===== config.mk =====
export PLATFORM = sky130hd
export DESIGN_NAME = serial_port_core
export DESIGN_NICKNAME = d
export VERILOG_FILES = /design/src/serial_port_pkg.sv /design/src/serial_port_core.sv
export SDC_FILE = /design/constraint.sdc
export NUM_CORES = 1
export LEC_CHECK = 0
export BUFFER_PORTS_ARGS = -buffer_cell sky130_fd_sc_hd__buf_2
export CAP_MARGIN = 25
export CORE_MARGIN = 1
export CORE_UTILIZATION = 50
export CTS_CLUSTER_DIAMETER = 100
export DETAILED_ROUTE_END_ITERATION = 7
export HOLD_SLACK_MARGIN = 0.12
export PLACE_DENSITY_LB_ADDON = 0.08
export SYNTH_ARGS = -nofsm -noshare
export SYNTH_HDL_FRONTEND = slang
export SYNTH_SLANG_ARGS = --single-unit

===== constraint.sdc =====
create_clock -name hclk -period 4.4 [get_ports hclk]
set_input_delay 0.22 -clock hclk [delete_from_list [all_inputs] [get_ports hclk]]
set_output_delay 0.22 -clock hclk [all_outputs]
set_load 0.01 [all_outputs]

===== src/serial_port_pkg.sv =====
// Constants shared by the serial port core: register map, fields, resets.
// Assumes one 100 MHz bus clock; all serial timing is derived by enables.
package serial_port_pkg;

    // ------------------------------------------------------------------
    // Register byte offsets
    // ------------------------------------------------------------------
    localparam logic [7:0] OFS_DATA = 8'h00;
    localparam logic [7:0] OFS_STATUS = 8'h04;
    localparam logic [7:0] OFS_DIV_INT = 8'h08;
    localparam logic [7:0] OFS_DIV_FRAC = 8'h0C;
    localparam logic [7:0] OFS_LINE_CTRL = 8'h10;
    localparam logic [7:0] OFS_CTRL = 8'h14;
    localparam logic [7:0] OFS_INT_MASK = 8'h18;
    localparam logic [7:0] OFS_INT_RAW = 8'h1C;
    localparam logic [7:0] OFS_INT_MASKED = 8'h20;
    localparam logic [7:0] OFS_INT_CLEAR = 8'h24;
    localparam logic [7:0] OFS_DMA_CTRL = 8'h28;

    // ------------------------------------------------------------------
    // Field positions
    // ------------------------------------------------------------------
    localparam int LC_BREAK = 0;
    localparam int LC_PAR_EN = 1;
    localparam int LC_PAR_EVEN = 2;
    localparam int LC_TWO_STOP = 3;
    localparam int LC_FIFO_EN = 4;
    localparam int LC_WLEN_LO = 5;
    localparam int CT_ENABLE = 0;
    localparam int CT_TX_EN = 8;
    localparam int CT_RX_EN = 9;
    localparam int CT_RTS = 11;
    localparam int CT_RTS_FLOW = 14;
    localparam int CT_CTS_FLOW = 15;
    // Interrupt bits: 0 cts change, 1 rx, 2 tx, 3 rx timeout, 4..7 fe pe be oe
    localparam int IRQ_BITS = 8;
    localparam int IRQ_MS = 0;
    localparam int IRQ_RX = 1;
    localparam int IRQ_TX = 2;
    localparam int IRQ_RT = 3;
    localparam int IRQ_FE = 4;
    localparam int IRQ_OE = 7;

    // ------------------------------------------------------------------
    // Reset values and timing counts
    // ------------------------------------------------------------------
    localparam logic [15:0] DIV_INT_RST = 16'h0000;
    localparam logic [5:0] DIV_FRAC_RST = 6'h00;
    localparam logic [7:0] LINE_CTRL_RST = 8'h00;
    localparam logic [15:0] CTRL_RST = 16'h0300;
    localparam int TICKS_PER_BIT = 16;
    localparam int START_CHECK_TICK = 8;
    localparam int RX_TIMEOUT_BITS = 32;
    localparam int RX_TIMEOUT_TICKS = RX_TIMEOUT_BITS * TICKS_PER_BIT;

    typedef enum logic [2:0] {
        SER_IDLE = 3'b000,
        SER_START = 3'b001,
        SER_DATA = 3'b010,
        SER_PARITY = 3'b011,
        SER_STOP = 3'b100
    } ser_state_e;

endpackage


===== src/serial_port_core.sv =====
// Asynchronous serial port with FIFOs, fractional rate generator, flow
// control, interrupt masking and DMA requests behind an AHB-Lite slave.
// Assumes one clock; serial pins are asynchronous and synchronised here.
//
// Design decisions made here: register access over AHB-Lite and the register addresses.
module serial_port_core
    import serial_port_pkg::*;
#(
    parameter int DEPTH = 32,
    parameter int AW = 5
) (
    // Bus clock and reset
    input wire logic hclk,
    input wire logic hresetn,
    // AHB-Lite slave
    input wire logic hsel,
    input wire logic [31:0] haddr,
    input wire logic [1:0] htrans,
    input wire logic hwrite,
    input wire logic [2:0] hsize,
    input wire logic [31:0] hwdata,
    input wire logic hready,
    output logic hreadyout,
    output logic hresp,
    output logic [31:0] hrdata,
    // Serial pins
    input wire logic serial_in_line,
    output logic serial_out_line,
    input wire logic flow_permit_in_n,
    output logic flow_request_out_n,
    // Interrupt and DMA
    output logic irq,
    output logic tx_dma_req,
    output logic rx_dma_req
);
    import serial_port_pkg::*;

    // ------------------------------------------------------------------
    // Registers and shared signals
    // ------------------------------------------------------------------
    logic [15:0] div_int_r;
    logic [5:0] div_frac_r;
    logic [7:0] line_ctrl_r;
    logic [15:0] ctrl_r;
    logic [IRQ_BITS-1:0] int_mask_r, int_raw_r, int_set;
    logic [1:0] dma_ctrl_r;
    logic [3:0] err_stat_r;
    logic ph_r, done_r, ph_write_r;
    logic [7:0] ph_addr_r;
    logic bus_wr, bus_rd;
    logic [1:0] rx_meta_r, cts_meta_r;
    logic rxd_s, cts_ok;
    logic tick;
    logic fifo_en;
    logic [3:0] nbits;
    logic [AW:0] limit;

    assign fifo_en = line_ctrl_r[LC_FIFO_EN];
    assign nbits = 4'd5 + {2'b00, line_ctrl_r[LC_WLEN_LO+1:LC_WLEN_LO]};
    assign limit = fifo_en ? (AW+1)'(DEPTH) : (AW+1)'(1);

    // ------------------------------------------------------------------
    // Pin synchronisers
    // ------------------------------------------------------------------
    always_ff @(posedge hclk or negedge hresetn) begin
        if (!hresetn) begin
            rx_meta_r <= 2'b11;
            cts_meta_r <= 2'b11;
        end else begin
            rx_meta_r <= {rx_meta_r[0], serial_in_line};
            cts_meta_r <= {cts_meta_r[0], flow_permit_in_n};
        end
    end
    assign rxd_s = rx_meta_r[1];
    assign cts_ok = ~ctrl_r[CT_CTS_FLOW] | ~cts_meta_r[1];

    // ------------------------------------------------------------------
    // Fractional rate generator
    // ------------------------------------------------------------------
    // Period alternates between N and N+1 clocks so the average is N+F/64;
    // divisor 1 gives a tick every clock, hence clock/16 baud at most.
    logic [15:0] div_cnt_r;
    logic [5:0] frac_acc_r;
    logic [6:0] frac_sum;
    assign frac_sum = {1'b0, frac_acc_r} + {1'b0, div_frac_r};
    assign tick = (div_int_r != 16'h0000) && (div_cnt_r <= 16'h0001);
    always_ff @(posedge hclk or negedge hresetn) begin
        if (!hresetn) begin
            div_cnt_r <= 16'h0000;
            frac_acc_r <= 6'h00;
        end else if (tick || div_cnt_r == 16'h0000) begin
            frac_acc_r <= frac_sum[5:0];
            div_cnt_r <= frac_sum[6] ? div_int_r + 16'h0001 : div_int_r;
        end else begin
            div_cnt_r <= div_cnt_r - 16'h0001;
        end
    end

    // ------------------------------------------------------------------
    // FIFOs
    // ------------------------------------------------------------------
    logic [7:0] tx_mem [DEPTH];
    logic [11:0] rx_mem [DEPTH];
    logic [AW-1:0] tx_wp_r, tx_rp_r, rx_wp_r, rx_rp_r;
    logic [AW:0] tx_cnt_r, rx_cnt_r;
    logic tx_push, tx_pop, rx_push, rx_pop;
    logic tx_full, tx_empty, rx_full, rx_empty;
    logic [11:0] rx_word;

    assign tx_full = tx_cnt_r >= limit;
    assign rx_full = rx_cnt_r >= limit;
    assign tx_empty = tx_cnt_r == '0;
    assign rx_empty = rx_cnt_r == '0;
    assign tx_push = bus_wr && ph_addr_r == OFS_DATA && !tx_full;
    assign rx_pop = bus_rd && ph_addr_r == OFS_DATA && !rx_empty;

    always_ff @(posedge hclk) begin
        if (tx_push) begin
            tx_mem[tx_wp_r] <= hwdata[7:0];
        end
        if (rx_push) begin
            rx_mem[rx_wp_r] <= rx_word;
        end
    end
    always_ff @(posedge hclk or negedge hresetn) begin
        if (!hresetn) begin
            tx_wp_r <= '0;
            tx_rp_r <= '0;
            tx_cnt_r <= '0;
            rx_wp_r <= '0;
            rx_rp_r <= '0;
            rx_cnt_r <= '0;
        end else begin
            tx_wp_r <= tx_wp_r + AW'(tx_push);
            tx_rp_r <= tx_rp_r + AW'(tx_pop);
            tx_cnt_r <= tx_cnt_r + (AW+1)'(tx_push) - (AW+1)'(tx_pop);
            rx_wp_r <= rx_wp_r + AW'(rx_push);
            rx_rp_r <= rx_rp_r + AW'(rx_pop);
            rx_cnt_r <= rx_cnt_r + (AW+1)'(rx_push) - (AW+1)'(rx_pop);
        end
    end

    // ------------------------------------------------------------------
    // Transmitter
    // ------------------------------------------------------------------
    ser_state_e tx_st_r;
    logic [3:0] tx_tk_r;
    logic [2:0] tx_bit_r;
    logic [7:0] tx_sh_r;
    logic tx_par_r, tx_stop2_r, tx_line_r;
    logic tx_go, tx_bit_end;

    assign tx_go = ctrl_r[CT_ENABLE] && ctrl_r[CT_TX_EN] && !tx_empty && cts_ok;
    assign tx_pop = tx_st_r == SER_IDLE && tx_go;
    assign tx_bit_end = tick && tx_tk_r == 4'(TICKS_PER_BIT - 1);
    assign serial_out_line = tx_line_r & ~line_ctrl_r[LC_BREAK];

    always_ff @(posedge hclk or negedge hresetn) begin
        if (!hresetn) begin
            tx_st_r <= SER_IDLE;
            tx_tk_r <= 4'h0;
            tx_bit_r <= 3'h0;
            tx_sh_r <= 8'h00;
            tx_par_r <= 1'b0;
            tx_stop2_r <= 1'b0;
            tx_line_r <= 1'b1;
        end else begin
            if (tick) begin
                tx_tk_r <= tx_tk_r + 4'h1;
            end
            unique case (tx_st_r)
                SER_IDLE: begin
                    tx_line_r <= 1'b1;
                    if (tx_go) begin
                        tx_sh_r <= tx_mem[tx_rp_r];
                        tx_par_r <= ~line_ctrl_r[LC_PAR_EVEN];
                        tx_tk_r <= 4'h0;
                        tx_bit_r <= 3'h0;
                        tx_line_r <= 1'b0;
                        tx_st_r <= SER_START;
                    end
                end
                SER_START: begin
                    if (tx_bit_end) begin
                        tx_line_r <= tx_sh_r[0];
                        tx_st_r <= SER_DATA;
                    end
                end
                SER_DATA: begin
                    if (tx_bit_end) begin
                        tx_par_r <= tx_par_r ^ tx_sh_r[0];
                        tx_sh_r <= {1'b0, tx_sh_r[7:1]};
                        tx_bit_r <= tx_bit_r + 3'h1;
                        if ({1'b0, tx_bit_r} == nbits - 4'h1) begin
                            if (line_ctrl_r[LC_PAR_EN]) begin
                                tx_line_r <= tx_par_r ^ tx_sh_r[0];
                                tx_st_r <= SER_PARITY;
                            end else begin
                                tx_line_r <= 1'b1;
                                tx_stop2_r <= line_ctrl_r[LC_TWO_STOP];
                                tx_st_r <= SER_STOP;
                            end
                        end else begin
                            tx_line_r <= tx_sh_r[1];
                        end
                    end
                end
                SER_PARITY: begin
                    if (tx_bit_end) begin
                        tx_line_r <= 1'b1;
                        tx_stop2_r <= line_ctrl_r[LC_TWO_STOP];
                        tx_st_r <= SER_STOP;
                    end
                end
                SER_STOP: begin
                    if (tx_bit_end) begin
                        if (tx_stop2_r) begin
                            tx_stop2_r <= 1'b0;
                        end else begin
                            tx_st_r <= SER_IDLE;
                        end
                    end
                end
                default: tx_st_r <= SER_IDLE;
            endcase
        end
    end

    // ------------------------------------------------------------------
    // Receiver
    // ------------------------------------------------------------------
    ser_state_e rx_st_r;
    logic [3:0] rx_tk_r;
    logic [2:0] rx_bit_r;
    logic [7:0] rx_sh_r;
    logic rx_par_r, rx_pe_r, ovr_pend_r, rx_done;
    logic [7:0] rx_data;
    logic rx_fe, rx_be, rx_smp;

    assign rx_smp = tick && rx_tk_r == 4'(TICKS_PER_BIT - 1);
    assign rx_data = rx_sh_r >> (4'd8 - nbits);
    assign rx_done = rx_st_r == SER_STOP && rx_smp;
    assign rx_fe = ~rxd_s;
    assign rx_be = rx_fe && rx_data == 8'h00 && !(line_ctrl_r[LC_PAR_EN] && rx_par_r);
    assign rx_push = rx_done && !rx_full;
    assign rx_word = {ovr_pend_r, rx_be, rx_pe_r, rx_fe, rx_data};

    always_ff @(posedge hclk or negedge hresetn) begin
        if (!hresetn) begin
            rx_st_r <= SER_IDLE;
            rx_tk_r <= 4'h0;
            rx_bit_r <= 3'h0;
            rx_sh_r <= 8'h00;
            rx_par_r <= 1'b0;
            rx_pe_r <= 1'b0;
        end else begin
            if (tick) begin
                rx_tk_r <= rx_tk_r + 4'h1;
            end
            unique case (rx_st_r)
                SER_IDLE: begin
                    rx_tk_r <= 4'h0;
                    if (!rxd_s && ctrl_r[CT_ENABLE] && ctrl_r[CT_RX_EN]) begin
                        rx_st_r <= SER_START;
                    end
                end
                SER_START: begin
                    if (tick && rx_tk_r == 4'(START_CHECK_TICK - 1)) begin
                        rx_tk_r <= 4'h0;
                        rx_bit_r <= 3'h0;
                        rx_par_r <= 1'b0;
                        rx_st_r <= rxd_s ? SER_IDLE : SER_DATA;
                    end
                end
                SER_DATA: begin
                    if (rx_smp) begin
                        rx_sh_r <= {rxd_s, rx_sh_r[7:1]};
                        rx_par_r <= rx_par_r ^ rxd_s;
                        rx_bit_r <= rx_bit_r + 3'h1;
                        if ({1'b0, rx_bit_r} == nbits - 4'h1) begin
                            rx_pe_r <= 1'b0;
                            rx_st_r <= line_ctrl_r[LC_PAR_EN] ? SER_PARITY : SER_STOP;
                        end
                    end
                end
                SER_PARITY: begin
                    if (rx_smp) begin
                        // Even parity expects an even count of ones including this bit
                        rx_pe_r <= (rx_par_r ^ rxd_s) != line_ctrl_r[LC_PAR_EVEN] ? 1'b0
                                                                               : 1'b1;
                        rx_par_r <= rxd_s;
                        rx_st_r <= SER_STOP;
                    end
                end
                SER_STOP: begin
                    if (rx_smp) begin
                        rx_st_r <= SER_IDLE;
                    end
                end
                default: rx_st_r <= SER_IDLE;
            endcase
        end
    end

    // Overrun: the character in the shifter is dropped, queued data kept
    always_ff @(posedge hclk or negedge hresetn) begin
        if (!hresetn) begin
            ovr_pend_r <= 1'b0;
        end else if (rx_done && rx_full) begin
            ovr_pend_r <= 1'b1;
        end else if (rx_push) begin
            ovr_pend_r <= 1'b0;
        end
    end

    // ------------------------------------------------------------------
    // Receive timeout
    // ------------------------------------------------------------------
    logic [9:0] rt_cnt_r;
    logic rt_evt;
    assign rt_evt = tick && rt_cnt_r == 10'(RX_TIMEOUT_TICKS - 1);
    always_ff @(posedge hclk or negedge hresetn) begin
        if (!hresetn) begin
            rt_cnt_r <= 10'h000;
        end else if (rx_empty || rx_push || rx_pop || rx_st_r != SER_IDLE) begin
            rt_cnt_r <= 10'h000;
        end else if (tick && rt_cnt_r != 10'(RX_TIMEOUT_TICKS)) begin
            rt_cnt_r <= rt_cnt_r + 10'h001;
        end
    end

    // ------------------------------------------------------------------
    // Interrupts, flow control, DMA
    // ------------------------------------------------------------------
    logic tx_empty_d_r, cts_d_r;
    always_ff @(posedge hclk or negedge hresetn) begin
        if (!hresetn) begin
            tx_empty_d_r <= 1'b1;
            cts_d_r <= 1'b1;
        end else begin
            tx_empty_d_r <= tx_empty;
            cts_d_r <= cts_meta_r[1];
        end
    end
    always_comb begin
        int_set = '0;
        int_set[IRQ_MS] = cts_d_r != cts_meta_r[1];
        int_set[IRQ_RX] = rx_push;
        int_set[IRQ_TX] = tx_empty && !tx_empty_d_r;
        int_set[IRQ_RT] = rt_evt;
        int_set[IRQ_FE+2:IRQ_FE] = {3{rx_push}} & rx_word[10:8];
        int_set[IRQ_OE] = rx_done && rx_full;
    end
    always_ff @(posedge hclk or negedge hresetn) begin
        if (!hresetn) begin
            int_raw_r <= '0;
        end else begin
            // A new event wins over a clear in the same cycle
            int_raw_r <= (int_raw_r & ~((bus_wr && ph_addr_r == OFS_INT_CLEAR)
                          ? hwdata[IRQ_BITS-1:0] : '0)) | int_set;
        end
    end
    assign irq = |(int_raw_r & int_mask_r);
    assign flow_request_out_n = ctrl_r[CT_RTS_FLOW] ? rx_full : ~ctrl_r[CT_RTS];
    assign tx_dma_req = dma_ctrl_r[0] && !tx_full;
    assign rx_dma_req = dma_ctrl_r[1] && !rx_empty;

    // ------------------------------------------------------------------
    // AHB-Lite slave: one wait state per transfer
    // ------------------------------------------------------------------
    assign hreadyout = ~(ph_r & ~done_r);
    assign hresp = 1'b0;
    assign bus_wr = ph_r && !done_r && ph_write_r;
    assign bus_rd = ph_r && !done_r && !ph_write_r;

    always_ff @(posedge hclk or negedge hresetn) begin
        if (!hresetn) begin
            ph_r <= 1'b0;
            done_r <= 1'b0;
            ph_write_r <= 1'b0;
            ph_addr_r <= 8'h00;
        end else if (hready) begin
            ph_r <= hsel && htrans[1];
            done_r <= 1'b0;
            ph_write_r <= hwrite;
            ph_addr_r <= {haddr[7:2], 2'b00};
        end else if (ph_r) begin
            done_r <= 1'b1;
        end
    end

    always_ff @(posedge hclk or negedge hresetn) begin
        if (!hresetn) begin
            div_int_r <= DIV_INT_RST;
            div_frac_r <= DIV_FRAC_RST;
            line_ctrl_r <= LINE_CTRL_RST;
            ctrl_r <= CTRL_RST;
            int_mask_r <= '0;
            dma_ctrl_r <= 2'b00;
        end else if (bus_wr) begin
            unique case (ph_addr_r)
                OFS_DIV_INT: div_int_r <= hwdata[15:0];
                OFS_DIV_FRAC: div_frac_r <= hwdata[5:0];
                OFS_LINE_CTRL: line_ctrl_r <= hwdata[7:0];
                OFS_CTRL: ctrl_r <= hwdata[15:0];
                OFS_INT_MASK: int_mask_r <= hwdata[IRQ_BITS-1:0];
                OFS_DMA_CTRL: dma_ctrl_r <= hwdata[1:0];
                default: ;
            endcase
        end
    end

    // Sticky error status; hardware setting wins over a clear by write
    always_ff @(posedge hclk or negedge hresetn) begin
        if (!hresetn) begin
            err_stat_r <= 4'h0;
        end else begin
            err_stat_r <= (err_stat_r & ~((bus_wr && ph_addr_r == OFS_STATUS)
                           ? hwdata[11:8] : 4'h0)) | int_set[IRQ_OE:IRQ_FE];
        end
    end

    always_ff @(posedge hclk or negedge hresetn) begin
        if (!hresetn) begin
            hrdata <= 32'h0000_0000;
        end else if (bus_rd) begin
            unique case (ph_addr_r)
                OFS_DATA: hrdata <= {20'h00000, rx_empty ? 12'h000 : rx_mem[rx_rp_r]};
                OFS_STATUS: hrdata <= {20'h00000, err_stat_r, ~tx_empty_d_r & tx_empty,
                                       rx_full, tx_full, rx_empty,
                                       tx_st_r != SER_IDLE || !tx_empty, 2'b00,
                                       ~cts_meta_r[1]};
                OFS_DIV_INT: hrdata <= {16'h0000, div_int_r};
                OFS_DIV_FRAC: hrdata <= {26'h0000000, div_frac_r};
                OFS_LINE_CTRL: hrdata <= {24'h000000, line_ctrl_r};
                OFS_CTRL: hrdata <= {16'h0000, ctrl_r};
                OFS_INT_MASK: hrdata <= {24'h000000, int_mask_r};
                OFS_INT_RAW: hrdata <= {24'h000000, int_raw_r};
                OFS_INT_MASKED: hrdata <= {24'h000000, int_raw_r & int_mask_r};
                OFS_DMA_CTRL: hrdata <= {30'h00000000, dma_ctrl_r};
                default: hrdata <= 32'h0000_0000;
            endcase
        end
    end
    // Only plain async framing exists: CTS/RTS is the only modem-control path, and there is no infrared path.
    // Serial timing is an enable train on the bus clock, no second domain.

endmodule


# Word-level counts from Yosys, hierarchy flattened

Memory sizes are Yosys's and may differ from the RTL's.
Index checks and enable logic that the tools add are counted.

$add $sub $neg: 19
$lt $le $gt $ge: 3
Equality and inequality tests: 41
Shift operators: 1
Muxes and demuxes: 75
Bitwise logic cells: 23
Reductions and logical operators: 80

Operators by type and width:

| operator                                                                           | count |
|---|---|
| 16-bit case mux with 10 select lines                                               | 1 |
| 3-bit two-way mux                                                                  | 18 |
| 16-bit two-way mux                                                                 | 2 |
| 1-bit logical AND                                                                  | 31 |
| 3-bit case mux with 5 select lines                                                 | 2 |
| 1-bit two-way mux                                                                  | 29 |
| 2-bit inequality test (second input constant)                                      | 14 |
| 6-bit by 3-bit equality test with 1-bit output (second input constant)             | 4 |
| 4-bit two-way mux                                                                  | 6 |
| 8-bit two-way mux                                                                  | 3 |
| 5-bit by 1-bit adder with 5-bit output                                             | 4 |
| 10-bit two-way mux                                                                 | 2 |
| 6-bit by 4-bit equality test with 1-bit output (second input constant)             | 3 |
| 16-bit by 1-bit adder with 16-bit output (second input constant)                   | 1 |
| 8-bit AND                                                                          | 2 |
| 16-bit by 1-bit less-or-equal comparator with 1-bit output (second input constant) | 1 |
| 16-bit logical NOT                                                                 | 1 |
| 8-bit logical NOT                                                                  | 2 |
| 8-bit case mux with 2 select lines                                                 | 1 |
| 16-bit nonzero test                                                                | 1 |
| 16-bit by 1-bit subtractor with 16-bit output (second input constant)              | 1 |
| 2-bit AND reduction                                                                | 7 |
| 6-bit by 1-bit adder with 6-bit output                                             | 2 |
| 3-bit by 2-bit equality test with 1-bit output (second input constant)             | 4 |
| 50 further kinds                                                                   | 100 |

Bits in registers: 221
Bits in writable memories: 640
Input port bits: 76
Output and inout port bits: 39
Word-level logic and storage cells: 284
Memories kept: 2

Memory list:

| name   | depth | width | read ports | clocked after memory_dff | write ports | line                    | text |
|---|---|---|---|---|---|---|---|
| rx_mem | 32    | 12    | 1          | 0                        | 1           | serial_port_core.sv:103 | `logic [11:0] rx_mem [DEPTH];` |
| tx_mem | 32    | 8     | 1          | 0                        | 1           | serial_port_core.sv:102 | `logic [7:0] tx_mem [DEPTH];` |

# Longest topological paths before layout

Word-level depth: 9
Mapped depth: 18
Depth with buffers taken out: 17

# Worst setup path after synthesis

Ideal clock, no wire load.

Path type: flip-flop to flip-flop
From: register line_ctrl_r[5]
To: memory rx_mem[0][10], data pin
Library setup time: 0.570 ns
Arrival: 3.719 ns
Required time: 3.830 ns
Slack: 0.111 ns
Stages on the path, launching flop included: 5
Path buffers: 2
Clock period less this slack: 4.289 ns
Path through: dfrtp_1 > clkbuf_1 > clkbuf_1 > o21ai_0 > nor4bb_1

Cells in the longest elaborated chain, start to end: 6

Ends and longest elaborated chain:

| item                                         | line                    | text |
|---|---|---|
| start, declared                              | serial_port_core.sv:43  | `logic [7:0] line_ctrl_r;` |
| start signal, assigned                       | serial_port_core.sv:404 | `OFS_LINE_CTRL: line_ctrl_r <= hwdata[7:0];` |
| 3-bit by 2-bit adder with 4-bit output       | serial_port_core.sv:59  | `assign nbits = 4'd5 + {2'b00, line_ctrl_r[LC_WLEN_LO+1:LC_WLEN_LO]};` |
| 4-bit subtractor                             | serial_port_core.sv:241 | `assign rx_data = rx_sh_r >> (4'd8 - nbits);` |
| 8-bit by 4-bit right shift with 8-bit output | serial_port_core.sv:241 |  |
| named net rx_data[5]                         | serial_port_core.sv:237 | `logic [7:0] rx_data;` |
| 8-bit logical NOT                            | serial_port_core.sv:244 | `assign rx_be = rx_fe && rx_data == 8'h00 && !(line_ctrl_r[LC_PAR_EN] && rx_par_r);` |
| 1-bit logical AND (2 in a row)               | serial_port_core.sv:244 |  |
| named net rx_be                              | serial_port_core.sv:238 | `logic rx_fe, rx_be, rx_smp;` |
| end, declared                                | serial_port_core.sv:103 |  |

The timed path passes the listed nets, and every way through them passes these cells.

# Worst setup path after layout

From: register line_ctrl_r[4]
To: memory tx_mem[20][5] (enable)

Cells in the longest elaborated chain, start to end: 6

Ends and longest elaborated chain:

| item                                    | line                    | text |
|---|---|---|
| 6-bit two-way mux                       | serial_port_core.sv:60  | `assign limit = fifo_en ? (AW+1)'(DEPTH) : (AW+1)'(1);` |
| 6-bit greater-or-equal comparator       | serial_port_core.sv:110 | `assign tx_full = tx_cnt_r >= limit;` |
| 1-bit logical NOT                       | serial_port_core.sv:114 | `assign tx_push = bus_wr && ph_addr_r == OFS_DATA && !tx_full;` |
| 1-bit logical AND                       | serial_port_core.sv:114 |  |
| 1-bit two-way mux                       | serial_port_core.sv:118 | `if (tx_push) begin` |
| 1-bit two-way mux (not written as such) | serial_port_core.sv:119 | `tx_mem[tx_wp_r] <= hwdata[7:0];` |
| end, declared                           | serial_port_core.sv:102 |  |

Every way passes these cells.

==> run summary <==
The post-synthesis share of cell area spent on full adders, half adders and majority gates was 1.79%. Registers are responsible for 51.4% of the overall power. The layout has 5,418 filler cells. Clock-pin slew was measured on the worst setup and hold paths at 60 ps. Buffers placed on the I/O ports in this run total 51.

TritonCTS built the clock tree. Global routing consumed, over all layers together, 23.9% of the routing resources. The worst setup path is launched from a flop.

Summed over all failing endpoints, the final setup total negative slack is 0 ps. The worst-case IR drop observed on VDD is 0.383 mV. The flow ran to the end, and the final reports show no timing, DRC or antenna violations.

Class of the most critical hold timing path: input port to asynchronous set/reset pin. The tools report the number of cells upsized or downsized after cts as 0. Total number of vias: 20,000. The fraction of power spent switching nets is 22.3%, and the synthesis-to-finish area growth is 14.6%. For the initial antenna violation count, the log shows 0. Static timing analysis puts the maximum clock frequency at 279 MHz. Clock latency at the later pin of the worst-skew pair: 640 ps. The count of nets left with antenna violations once routing finished came out at 0.

In this run the power spent charging and discharging nets is 3.90 mW. Leaving out fill and tap cells, the most frequent cell in the layout is edfxtp_1. The setup path with the least slack is of type flop to flop. The floorplan step defined a core boundary enclosing 70,000 sq um. Combinational family with the most area after synthesis: multiplexers.

Once layout is done, the placed cells without fillers occupy 40,600 sq um. Dividing the detail-routed via count by the number of cells gives 5.90. The post-synthesis mux area share was 13.6%; the slew of the pin with the lowest slew margin was 988 ps. Library cell occupying the most area in the post-synthesis netlist: edfxtp_1.

Combinational logic is responsible for 5.9% of the overall power. Counting flops with an async set or reset pin after synthesis yields a share of 24.3%. The average wire length per cell after detail routing was 24.9 um; the total number of H-tree levels was 3. Synthesis-stage register bit count: 845. After the first detailed-routing iteration, the DRC count stood at 1,746.

The basic-gate share of the synthesized area counting and, or, nand and nor cells is 6.21%, and the share of the synthesized area in compound gates (AO/OA/AOI/OAI) is 5.71%. The worst setup path is captured at a flop. In the final layout, the share of cells above drive strength 1 is 22.5%. The floorplan has 97 rows. The total I/O pin count was 115. Data on the critical path is required at its endpoint by 4650 ps. In the layout the commonest cells are 640 x edfxtp_1, 191 x dfrtp_1, 144 x nor2_1.

In this run the static leakage power is 13.5 nW. Setup slack closes at 812 ps. The via count of the first global-routing pass is 20,300, and the reported max-cap violation count is 0.

Starting utilization of the core area: 50.6%. Summing every instance area after synthesis gives 35,400 sq um. The run gives 13.6 mW as the internal power consumption. Counting every sink on the clock net gives 845.

The pre-antenna-repair detailed-routing pass consisted of 8 iterations. The die extent in y came out at 268 um. Cells fill 58.0% of the core in the end. On the final layout, the worst hold slack is 194 ps.

Counting flops with a built-in enable in the synthesized netlist gives 640. Per report_power, the clock group accounts for 42.7% of the total. The final weighted congestion in routability-driven placement is 0.882. Wires add up to 84,200 um. The final count of hold timing violations came out at 0. The count of different cell masters after synthesis came out at 73.

In the routed design, unresolved DRC markers number 0. The tools report the count of pins over their slew limit as 0. The final critical path takes up 81.5% of the cycle. The floorplan step defined a die boundary enclosing 71,900 sq um. For this run, the register share of the synthesized area comes to 68.7%. Global routing finished with a remaining overflow of 0. In this run the clock root is driven by a clkbuf_16.

In this run the biggest area consumer among cell types represents 54.2% of the synthesized area. The post-layout net count was 2,502; the die boundary width was 268 um. The data arrival time of the critical path was 3840 ps. The HPWL after detailed placement was 53,600 um; the post-synthesis instance total was 2,211. Headroom to the max-slew limit came out at 34.1%. Setup repair after global routing left no endpoint under its margin. The total clock buffers created by CTS was 89; the power density of the placed cells was 430 nW/um^2. The count of synthesis-stage warnings from yosys was 0; the setup skew after layout was 23.6 ps.

The number of antenna diodes is 0. The worst path in the final design needs a cycle of 3590 ps, including I/O delays and setup. Entering global routing, the biggest net connects 111 pins. In this run the worst path has a maximum fanout of 8. Yosys attributes the largest share of cell area to edfxtp_1 54%, dfrtp_1 14%, mux4_2 8.0%.

The average size of a mapped cell was 16.0 sq um. The total setup buffers inserted after CTS was 0. The final setup violation count was 0.

For the buffer levels on the longest clock path, the log shows 3. The parity-gate share of the synthesized area counting xor and xnor cells came out at 1.78%. Most frequently used flop master after synthesis: edfxtp_1. The first global-routing pass estimated 127,000 um of wire. The post-detailed-placement cell area is 37,300 sq um.

Minimum setup slack after placement: 807 ps.
## through the flow
step | power (mW) | std cells
floorplan | 9.72 | 2227
global placement | 10.1 | 3191
detailed placement | 10.1 | 3193
CTS | 17.6 | 3387
global route | 18.1 | 3390
finish | 17.5 | 3390
## state kept, by name, summed over array words and instances, names as in the netlist, 10 cells and up
name,flops
ctrl_r,16
div_cnt_r,16
div_int_r,16
hrdata,16
rt_cnt_r,10
rx_mem,384
tx_mem,256
## timing repair
| action | CTS | global route |
|---|---|---|
| endpoints found under the setup margin | 0 | 0 |
| endpoints found under the hold margin | 137 | 0 |
| hold buffers | 30 | 0 |
## final timing paths
| kind | depth (start not counted) | start | end | slack, ps |
|---|---|---|---|---|
| max | 8 | line_ctrl_r[4] | tx_mem[20][5] | 810 |
| min reg2reg | 0 | rx_meta_r[0] | rx_meta_r[1] | 360 |
| min | 2 | hresetn | tx_rp_r[4] | 190 |
| min in group hclk | 1 | hwdata[3] | tx_mem[27][3] | 240 |
| max reg2reg | 8 | line_ctrl_r[4] | tx_mem[20][5] | 810 |
| max in group asynchronous | 3 | hresetn | rx_meta_r[0] | 3120 |
## per-layer routing
| layer | part of all wire (%) | global-route usage [%] | vias to the layer above |
|---|---|---|---|
| met5 | 0 | 0 | - |
| met4 | 2.0 | 5.92 | 0 |
| met3 | 4.8 | 3.67 | 120 |
| met2 | 49 | 39.2 | 542 |
| met1 | 44 | 33.5 | 10400 |
| li1 | - | - | 8898 |
## cells by family (layout without fill, tap and decap cells)
logic type                 count (synthesis)  after routing
other                                      1             17
xor gates and xnor gates                  72             72
buffers and inverters                    181            404
DFF                                      845            845
muxes                                    312            312
AOI/OAI and AO/OA                        293            293
and+or+nand+nor                          458            458
adders and majority gates                 49             49
## synthesized netlist by cell type, types with 19 or more instances
| master | count |
|---|---|
| edfxtp_1 | 640 |
| dfrtp_1 | 196 |
| nor2_1 | 144 |
| mux4_2 | 126 |
| nand2_1 | 112 |
| mux2i_1 | 100 |
| mux2_2 | 84 |
| clkbuf_1 | 81 |
| a21oi_1 | 55 |
| nand3_1 | 54 |
| inv_1 | 51 |
| ha_1 | 46 |
| o21ai_0 | 46 |
| xnor2_1 | 37 |
| xor2_1 | 35 |
| a211oi_1 | 31 |
| a22oi_1 | 28 |
| nor3_1 | 28 |
| buf_1 | 22 |
| o22ai_1 | 19 |
## cell type report
class                      instances  area (sq um)  share of cell area [%]
clock buffer                     116          2420                    5.96
inverter                          51           191                   0.471
tap                              940          1180                    2.89
timing repair buffer             189          1470                    3.61
clock inverter                    48           504                    1.24
multi-input combinational       1201         10500                    25.8
sequential                       845         24400                    60.0
## worst max-delay path, stage by stage, from the launching register on
cell and delay, ps:
dfrtp_1 390, inv_1 180, ha_1 270, nor2_1 90, a21oi_1 70, a211oi_1 420, and3_1 420, or3b_2 630
nor2_1 740
## power by group through the flow
stage	Combinational [mW]	Clock, mW	Sequential, mW
after floorplan	0.666	0	9.05
after global placement	0.974	0	9.13
after detailed placement	1.01	0	9.14
after CTS	1.04	7.61	8.98
after global routing	1.14	7.92	9.00
final	1.03	7.47	8.98
No activity file was read; power rests on OpenSTA's default activity.
